--- src/core/dic_pkg.sv ---
// shared constants for the discrete input conditioner
package dic_pkg;

    // ****************************************
    // channel layout
    // ****************************************
    localparam int DIC_NUM_IN = 2;
    localparam int DIC_CNT_W  = 16;
    localparam int DIC_DLY_W  = 13;

    // ****************************************
    // timing
    // ****************************************
    localparam int DIC_CLK_PERIOD_NS = 5;
    localparam int DIC_DLY_STEP_NS   = 10000000;
    localparam int DIC_STEP_CYCLES   = DIC_DLY_STEP_NS / DIC_CLK_PERIOD_NS;
    localparam logic [DIC_DLY_W-1:0] DIC_DLY_MAX = 13'h1770;

    // ****************************************
    // reset values
    // ****************************************
    localparam logic [DIC_CNT_W-1:0] DIC_CNT_RST  = 16'h0000;
    localparam logic                 DIC_PIN_RST  = 1'b0;
    localparam logic                 DIC_PULS_RST = 1'b0;

endpackage : dic_pkg

--- src/core/dic_top.sv ---
// two-channel discrete input conditioner: sync, polarity, delay, counting, events
`timescale 1ns/1ps

// Contract
// two independent inputs, each fully configurable
// non-inverted: active edge rising, active high
// inverted: active edge falling, active low
// definite delay 0 to 60 s both ways
// 16-bit cumulative active edge counter
// conditioned state readable, one means active
// indication request on active edge when enabled
// active edge event only when enabled
// inactive edge event only when enabled
// conditioned state to matrices and user logic
// counter wraps to zero; software may overwrite
// glitch shorter than delay discarded, timing restarts
module dic_top #(
    parameter int TICK_CYCLES = dic_pkg::DIC_STEP_CYCLES
) (
    // clock and reset
    input  wire logic                          clk,
    input  wire logic                          rst,
    // field contacts
    input  wire logic                          discrete_in_first,
    input  wire logic                          discrete_in_second,
    // per-channel settings
    input  wire logic [dic_pkg::DIC_NUM_IN-1:0] inv_cfg,
    input  wire logic [dic_pkg::DIC_NUM_IN-1:0] ind_en,
    input  wire logic [dic_pkg::DIC_NUM_IN-1:0] on_event_en,
    input  wire logic [dic_pkg::DIC_NUM_IN-1:0] off_event_en,
    input  wire logic [dic_pkg::DIC_DLY_W-1:0]  delay_set    [dic_pkg::DIC_NUM_IN],
    // counter overwrite
    input  wire logic [dic_pkg::DIC_NUM_IN-1:0] cnt_wr_en,
    input  wire logic [dic_pkg::DIC_CNT_W-1:0]  cnt_wr_data  [dic_pkg::DIC_NUM_IN],
    // state and counters
    output logic      [dic_pkg::DIC_NUM_IN-1:0] di_state,
    output logic      [dic_pkg::DIC_CNT_W-1:0]  edge_cnt     [dic_pkg::DIC_NUM_IN],
    // routing
    output logic      [dic_pkg::DIC_NUM_IN-1:0] out_matrix_sig,
    output logic      [dic_pkg::DIC_NUM_IN-1:0] block_matrix_sig,
    output logic      [dic_pkg::DIC_NUM_IN-1:0] user_logic_sig,
    // pulses
    output logic      [dic_pkg::DIC_NUM_IN-1:0] ind_req,
    output logic      [dic_pkg::DIC_NUM_IN-1:0] on_event,
    output logic      [dic_pkg::DIC_NUM_IN-1:0] off_event
);
    import dic_pkg::*;

    localparam int                SUB_W    = $clog2(TICK_CYCLES + 1);
    localparam logic [SUB_W-1:0]  SUB_LAST = SUB_W'(TICK_CYCLES - 1);
    localparam logic [SUB_W-1:0]  SUB_ZERO = '0;
    localparam logic [DIC_DLY_W-1:0] HUN_ZERO = '0;

    // ****************************************
    // helpers
    // ****************************************
    // settings above the top of range act as the top of range
    function automatic logic [DIC_DLY_W-1:0] dic_clamp(input logic [DIC_DLY_W-1:0] d);
        dic_clamp = (d > DIC_DLY_MAX) ? DIC_DLY_MAX : d;
    endfunction : dic_clamp

    // ****************************************
    // input synchroniser
    // ****************************************
    logic [DIC_NUM_IN-1:0] sync1_reg;
    logic [DIC_NUM_IN-1:0] sync2_reg;
    logic [DIC_NUM_IN-1:0] sync1_next;
    logic [DIC_NUM_IN-1:0] sync2_next;

    always_comb begin
        sync1_next = {discrete_in_second, discrete_in_first};
        sync2_next = sync1_reg;
    end

    always_ff @(posedge clk) begin
        if (rst) begin
            sync1_reg <= {DIC_NUM_IN{DIC_PIN_RST}};
            sync2_reg <= {DIC_NUM_IN{DIC_PIN_RST}};
        end else begin
            sync1_reg <= sync1_next;
            sync2_reg <= sync2_next;
        end
    end

    // ****************************************
    // definite delay
    // ****************************************
    // raw level held in stable_reg, still in pin polarity
    logic [DIC_NUM_IN-1:0] stable_reg;
    logic [DIC_NUM_IN-1:0] stable_next;
    logic [SUB_W-1:0]      sub_reg  [DIC_NUM_IN];
    logic [SUB_W-1:0]      sub_next [DIC_NUM_IN];
    logic [DIC_DLY_W-1:0]  hun_reg  [DIC_NUM_IN];
    logic [DIC_DLY_W-1:0]  hun_next [DIC_NUM_IN];

    always_comb begin
        for (int i = 0; i < DIC_NUM_IN; i++) begin
            stable_next[i] = stable_reg[i];
            sub_next[i]    = sub_reg[i];
            hun_next[i]    = hun_reg[i];
            if (sync2_reg[i] == stable_reg[i]) begin
                // a change that fell back before expiry is forgotten
                sub_next[i] = SUB_ZERO;
                hun_next[i] = HUN_ZERO;
            end else if (hun_reg[i] >= dic_clamp(delay_set[i])) begin
                stable_next[i] = sync2_reg[i];
                sub_next[i]    = SUB_ZERO;
                hun_next[i]    = HUN_ZERO;
            end else if (sub_reg[i] == SUB_LAST) begin
                sub_next[i] = SUB_ZERO;
                hun_next[i] = hun_reg[i] + 13'h0001;
            end else begin
                sub_next[i] = sub_reg[i] + SUB_W'(1);
            end
        end
    end

    always_ff @(posedge clk) begin
        if (rst) begin
            stable_reg <= {DIC_NUM_IN{DIC_PIN_RST}};
            for (int i = 0; i < DIC_NUM_IN; i++) begin
                sub_reg[i] <= SUB_ZERO;
                hun_reg[i] <= HUN_ZERO;
            end
        end else begin
            stable_reg <= stable_next;
            for (int i = 0; i < DIC_NUM_IN; i++) begin
                sub_reg[i] <= sub_next[i];
                hun_reg[i] <= hun_next[i];
            end
        end
    end

    // ****************************************
    // polarity, edges, counter, pulses
    // ****************************************
    logic [DIC_NUM_IN-1:0] act_reg;
    logic [DIC_NUM_IN-1:0] act_next;
    logic [DIC_NUM_IN-1:0] ind_reg;
    logic [DIC_NUM_IN-1:0] ind_next;
    logic [DIC_NUM_IN-1:0] onev_reg;
    logic [DIC_NUM_IN-1:0] onev_next;
    logic [DIC_NUM_IN-1:0] offev_reg;
    logic [DIC_NUM_IN-1:0] offev_next;
    logic [DIC_CNT_W-1:0]  cnt_reg  [DIC_NUM_IN];
    logic [DIC_CNT_W-1:0]  cnt_next [DIC_NUM_IN];
    logic [DIC_NUM_IN-1:0] rise;
    logic [DIC_NUM_IN-1:0] fall;

    always_comb begin
        for (int i = 0; i < DIC_NUM_IN; i++) begin
            // flipping the polarity setting itself may produce an edge
            act_next[i]   = stable_next[i] ^ inv_cfg[i]; // see R2
            rise[i]       = act_next[i] & ~act_reg[i];
            fall[i]       = ~act_next[i] & act_reg[i];
            ind_next[i]   = rise[i] & ind_en[i];
            onev_next[i]  = rise[i] & on_event_en[i];
            offev_next[i] = fall[i] & off_event_en[i];
            // a software write beats a coincident edge
            if (cnt_wr_en[i]) begin
                cnt_next[i] = cnt_wr_data[i];
            end else if (rise[i]) begin
                cnt_next[i] = cnt_reg[i] + 16'h0001; // see R5
            end else begin
                cnt_next[i] = cnt_reg[i];
            end
        end
    end

    always_ff @(posedge clk) begin
        if (rst) begin
            act_reg   <= {DIC_NUM_IN{DIC_PULS_RST}};
            ind_reg   <= {DIC_NUM_IN{DIC_PULS_RST}};
            onev_reg  <= {DIC_NUM_IN{DIC_PULS_RST}};
            offev_reg <= {DIC_NUM_IN{DIC_PULS_RST}};
            for (int i = 0; i < DIC_NUM_IN; i++) begin
                cnt_reg[i] <= DIC_CNT_RST;
            end
        end else begin
            act_reg   <= act_next;
            ind_reg   <= ind_next;
            onev_reg  <= onev_next;
            offev_reg <= offev_next;
            for (int i = 0; i < DIC_NUM_IN; i++) begin
                cnt_reg[i] <= cnt_next[i];
            end
        end
    end

    // ****************************************
    // outputs
    // ****************************************
    always_comb begin
        di_state         = act_reg;
        out_matrix_sig   = act_reg;
        block_matrix_sig = act_reg;
        user_logic_sig   = act_reg;
        ind_req          = ind_reg;
        on_event         = onev_reg;
        off_event        = offev_reg;
        for (int i = 0; i < DIC_NUM_IN; i++) begin
            edge_cnt[i] = cnt_reg[i];
        end
    end

    // ****************************************
    // checks
    // ****************************************
    for (genvar g = 0; g < DIC_NUM_IN; g++) begin : g_chk
        a_polarity_follow: assert property ( // see R2
            @(posedge clk) disable iff (rst)
            (stable_reg[g] == sync2_reg[g]) ##1 !rst
            |-> act_reg[g] == ($past(stable_next[g]) ^ $past(inv_cfg[g])))
            else $error("conditioned state does not match level and polarity");

        a_zero_delay: assert property (
            @(posedge clk) disable iff (rst)
            (sync2_reg[g] != stable_reg[g]) && (delay_set[g] == 13'h0000)
            |=> stable_reg[g] == $past(sync2_reg[g]))
            else $error("zero delay did not pass change at once");

        a_no_early: assert property (
            @(posedge clk) disable iff (rst)
            (sync2_reg[g] != stable_reg[g]) && (hun_reg[g] < dic_clamp(delay_set[g]))
            |=> stable_reg[g] == $past(stable_reg[g]))
            else $error("state changed before delay expired");

        a_glitch_drop: assert property (
            @(posedge clk) disable iff (rst)
            (sync2_reg[g] == stable_reg[g])
            |=> (hun_reg[g] == 13'h0000) && (sub_reg[g] == SUB_ZERO))
            else $error("timer not restarted after change fell back");

        a_count_step: assert property (
            @(posedge clk) disable iff (rst)
            $rose(act_reg[g]) && !$past(cnt_wr_en[g])
            |-> cnt_reg[g] == DIC_CNT_W'($past(cnt_reg[g]) + 16'h0001))
            else $error("counter did not step on active edge");

        a_count_wrap: assert property (
            @(posedge clk) disable iff (rst)
            rise[g] && !cnt_wr_en[g] && (cnt_reg[g] == 16'hffff)
            |=> cnt_reg[g] == 16'h0000)
            else $error("counter did not wrap to zero");

        a_count_write: assert property (
            @(posedge clk) disable iff (rst)
            cnt_wr_en[g] |=> cnt_reg[g] == $past(cnt_wr_data[g]))
            else $error("counter overwrite lost");

        a_ind_pulse: assert property (
            @(posedge clk) disable iff (rst)
            ind_reg[g] == ($rose(act_reg[g]) && $past(ind_en[g])))
            else $error("indication request wrong");

        a_on_event: assert property (
            @(posedge clk) disable iff (rst)
            onev_reg[g] == ($rose(act_reg[g]) && $past(on_event_en[g])))
            else $error("active edge event wrong");

        a_off_event: assert property (
            @(posedge clk) disable iff (rst)
            offev_reg[g] == ($fell(act_reg[g]) && $past(off_event_en[g])))
            else $error("inactive edge event wrong");

        // the count must stand still unless an edge or a write moves it
        a_count_hold: assert property (
            @(posedge clk) disable iff (rst)
            !rise[g] && !cnt_wr_en[g] |=> cnt_reg[g] == $past(cnt_reg[g]))
            else $error("counter moved without edge or write");

        a_delay_hold: assert property (
            @(posedge clk) disable iff (rst)
            $changed(stable_reg[g])
            |-> $past(hun_reg[g] >= dic_clamp(delay_set[g])))
            else $error("level taken before delay expired");

        a_route_copy: assert property (
            @(posedge clk) disable iff (rst)
            (out_matrix_sig[g] == di_state[g]) && (block_matrix_sig[g] == di_state[g])
            && (user_logic_sig[g] == di_state[g]))
            else $error("routing copies differ from state");

        a_ind_quiet: assert property (
            @(posedge clk) disable iff (rst)
            !$past(ind_en[g]) |-> !ind_req[g])
            else $error("indication requested while disabled");

        // an edge cannot be active and inactive at once
        a_event_excl: assert property ( // see R8
            @(posedge clk) disable iff (rst)
            !(on_event[g] && off_event[g]))
            else $error("both edge events at once");

        a_pulse_single: assert property (
            @(posedge clk) disable iff (rst)
            on_event[g] |=> !on_event[g])
            else $error("active edge event longer than one cycle");
    end

endmodule : dic_top

--- config.mk ---
export PLATFORM = sky130hd
export DESIGN_NAME = dic_top
export DESIGN_NICKNAME = d
export VERILOG_FILES = /design/src/core/dic_pkg.sv /design/src/core/dic_top.sv
export SDC_FILE = /design/constraint.sdc
export NUM_CORES = 1
export LEC_CHECK = 0
export BUFFER_PORTS_ARGS = -buffer_cell sky130_fd_sc_hd__buf_2
export CAP_MARGIN = 15
export CORE_MARGIN = 8
export CORE_UTILIZATION = 56
export CTS_CLUSTER_SIZE = 40
export DETAILED_ROUTE_END_ITERATION = 10
export PLACE_DENSITY = 0.85
export SYNTH_ARGS = -nofsm -noshare
export SYNTH_HDL_FRONTEND = slang
export SYNTH_SLANG_ARGS = --single-unit
--- constraint.sdc ---
create_clock -name clk -period 5.1 [get_ports clk]
set_clock_uncertainty 0.2 [all_clocks]
set_input_delay 0.765 -clock clk [delete_from_list [all_inputs] [get_ports clk]]
set_output_delay 0.765 -clock clk [all_outputs]
set_load 0.02 [all_outputs]
==> impl_metrics.env <==
export IMPL_outcome="finished, final reports clean"
export IMPL_max_cap_violations=0
export IMPL_required_ns=5.31
export IMPL_syn2layout_area_growth_pct=21.5
export IMPL_crit_path_start_kind="primary input"
export IMPL_max_slew_margin_rel=0.360
export IMPL_drc=0
export IMPL_fin_crit_sh=0.945
export IMPL_ys_top_cells_by_area="dfxtp_1 (37%), nor2_1 (7.5%), xor2_1 (6.7%)"
export IMPL_worst_r2r_cell_count=9
export IMPL_die_h_um=121
export IMPL_finalSetupViolCount=0
export IMPL_syn_inst=720
export IMPL_ir_worst_vdd_v=0.000166
export IMPL_pwr_share_clk=0.537
export IMPL_holdCritPathClass="reg2reg"
export IMPL_synthFlopType="dfxtp_1"
export IMPL_final_nets=937
export IMPL_start_util=0.569
export IMPL_root_buffer="clkbuf_8"
export IMPL_grt_max_degree=41
export IMPL_tns_ns=0
export IMPL_die_w_um=121
export IMPL_setup_ws_ns=0.282
export IMPL_fmaxAchievable_mhz=208
export IMPL_cts_setup_buffers=0
export IMPL_ys_warn_count=0
export IMPL_r2r_slack_ns=1.66
export IMPL_grt_overflow=0
export IMPL_hpwl_um=10900
export IMPL_rsz0062_at_grt="no"
export IMPL_synth_edf_count=0
export IMPL_p_sw_frac=0.241
export IMPL_drv_slew=0
export IMPL_clockBufferDepth=2
export IMPL_finalHoldViolations=0
export IMPL_r2r_end="cnt_reg[0][18]$_SDFFE_PP0P_"
export IMPL_vias=5741
export IMPL_grt_usage=0.218
export IMPL_antennaDiodeCount=0
export IMPL_synth_area_leader_cell="dfxtp_1"
export IMPL_yosysSeqAreaShare=0.373
export IMPL_holdPathEnd="sync2_reg[1]$_SDFF_PP0_"
export IMPL_critPathMaxFanout=10
export IMPL_post_synth_top_count_cell="nor2_1"
export IMPL_power_switching_mw=0.590
export IMPL_pre_cts_ws_ns=-0.0548
export IMPL_synth_common_cells="nor2_1 (123), dfxtp_1 (114), nand3_1 (52), nand2_1 (50), xor2_1 (47)"
export IMPL_fp_dieArea_um2=14500
export IMPL_grt_pass1_vias=5692
export IMPL_ant_nets=0
export IMPL_end_kind="flip-flop"
export IMPL_largest_reg_flops=42
export IMPL_insertion_delay_ns=0.52
export IMPL_path_clk_slew_ns=0.06
export IMPL_r2r_start="hun_reg[0][13]$_SDFFE_PP0P_"
export IMPL_p_comb_frac=0.078
export IMPL_drive_above_1_share=0.201
export IMPL_initialDrtViolationCount=433
export IMPL_cts_hold_buffers=0
export IMPL_first_pass_iters=6
export IMPL_fin_hold_ws_ns=0.255
export IMPL_routed_wl_um=15600
export IMPL_critical_path_class="in2reg"
export IMPL_p_per_area_nw_per_um2=329
export IMPL_total_power_mw=2.44
export IMPL_io_buffers=117
export IMPL_internal_power_mw=1.85
export IMPL_yosys_cell_types_count=57
export IMPL_syn_area_per_cell_um2=8.49
export IMPL_core_um2=10700
export IMPL_worstMarginPinSlew_ns=0.956
export IMPL_avgViaCountPerCell=5.82
export IMPL_rows=38
export IMPL_synth_area_um2=6120
export IMPL_avgRoutedWirePerCell_um=15.8
export IMPL_synth_nets=824
export IMPL_htreeDepth=4
export IMPL_tritoncts="yes"
export IMPL_min_path_cells=1
export IMPL_gp_congestion=0.862
export IMPL_synth_seq_cells=114
export IMPL_min_delay_start="sync1_reg[1]$_SDFF_PP0_"
export IMPL_clock_sinks=114
export IMPL_p_leak_nw=3.03
export IMPL_ys_async_sr_fraction=0
export IMPL_ctsResizeCount=0
export IMPL_cts_made_buffers=17
export IMPL_final_util=0.692
export IMPL_synth_top_area_frac=0.373
export IMPL_p_seq_frac=0.385
export IMPL_pin_count=118
export IMPL_antenna_found_initial=0
export IMPL_grt_pass1_wl_um=26300
export IMPL_arrival_ns=5.03
export IMPL_min_period_ns=4.82
-- worst max-delay path: stages --
cell and delay, ns:
buf_2 0.10, or4_1 0.56, a41oi_1 0.26, nor2_1 0.07
o21ai_1 0.45, nor2b_1 0.21, ha_1 0.26, a21o_1 0.16
a221o_1 0.31, a22o_1 0.22, a21oi_1 0.46, nand3_1 0.46
a211o_1 0.43, a311oi_1 0.31
-- metal layers --
metal  global-route usage  wire [um]  up-vias
met4               0.0906        343        0
met2                0.366       7710      180
met5                    0          0        -
li1                     -          -     2814
met3               0.0569        945       40
met1                0.259       6610     2707
-- logic make-up after synthesis --
kind of cell	Yosys count	share of synthesized area
fa+ha+maj	32	0.0655
compound gates	125	0.158
mux	3	0.00491
xor+xnor	76	0.109
buf+inv	45	0.0327
flops	114	0.373
simple gates	325	0.257
-- metrics by stage --
step / instance area (um2) / instances
6_report: 7430 / 986
5_1_grt: 7430 / 986
4_1_cts: 7430 / 986
3_5_place_dp: 6780 / 954
3_3_place_gp: 6780 / 954
2_1_floorplan: 6120 / 720
-- placed cells by master, fill, tap and decap left out, types with 15 or more instances in the layout --
cell       count
nor2_1       123
dfxtp_1      114
a21oi_1       25
nand2_1       50
inv_1         16
clkbuf_16     16
xnor2_1       29
ha_1          32
buf_2        117
nand3_1       52
xor2_1        47
and3_1        26
a211oi_1      15
-- area by class of cell --
| type | count | area [um2] |
|---|---|---|
| Sequential cell | 114 | 2280 |
| Inverter | 17 | 63.8 |
| Clock buffer | 18 | 428 |
| Multi-Input combinational cell | 561 | 3630 |
| Tap cell | 140 | 175 |
| Fill cell | 854 | 3310 |
| Clock inverter | 14 | 226 |
| Timing Repair Buffer | 122 | 623 |
-- power by group through the flow --
stage	Clock, mW	Combinational (mW)	Sequential, mW
after floorplan	0	0.0915	0.978
after global placement	0	0.184	0.958
after detailed placement	0	0.188	0.959
after CTS	1.32	0.191	0.940
after global routing	1.36	0.210	0.944
final	1.31	0.190	0.941
-- worst max-delay path by stage --
stage | slack, ns | endpoint | cells after the start | start
after floorplan | 0.64 | cnt_reg[0][9]$_SDFFE_PP0P_ | 14 | delay_set[13]
after global placement | 0.12 | cnt_reg[0][24]$_SDFFE_PP0P_ | 14 | delay_set[0]
after detailed placement | -0.05 | cnt_reg[0][23]$_SDFFE_PP0P_ | 14 | delay_set[0]
after CTS | 0.35 | cnt_reg[0][18]$_SDFFE_PP0P_ | 14 | delay_set[0]
after global routing | 0.001 | cnt_reg[0][18]$_SDFFE_PP0P_ | 14 | delay_set[0]
final | 0.28 | cnt_reg[0][18]$_SDFFE_PP0P_ | 14 | delay_set[0]
No activity file was read; power rests on OpenSTA's default activity.
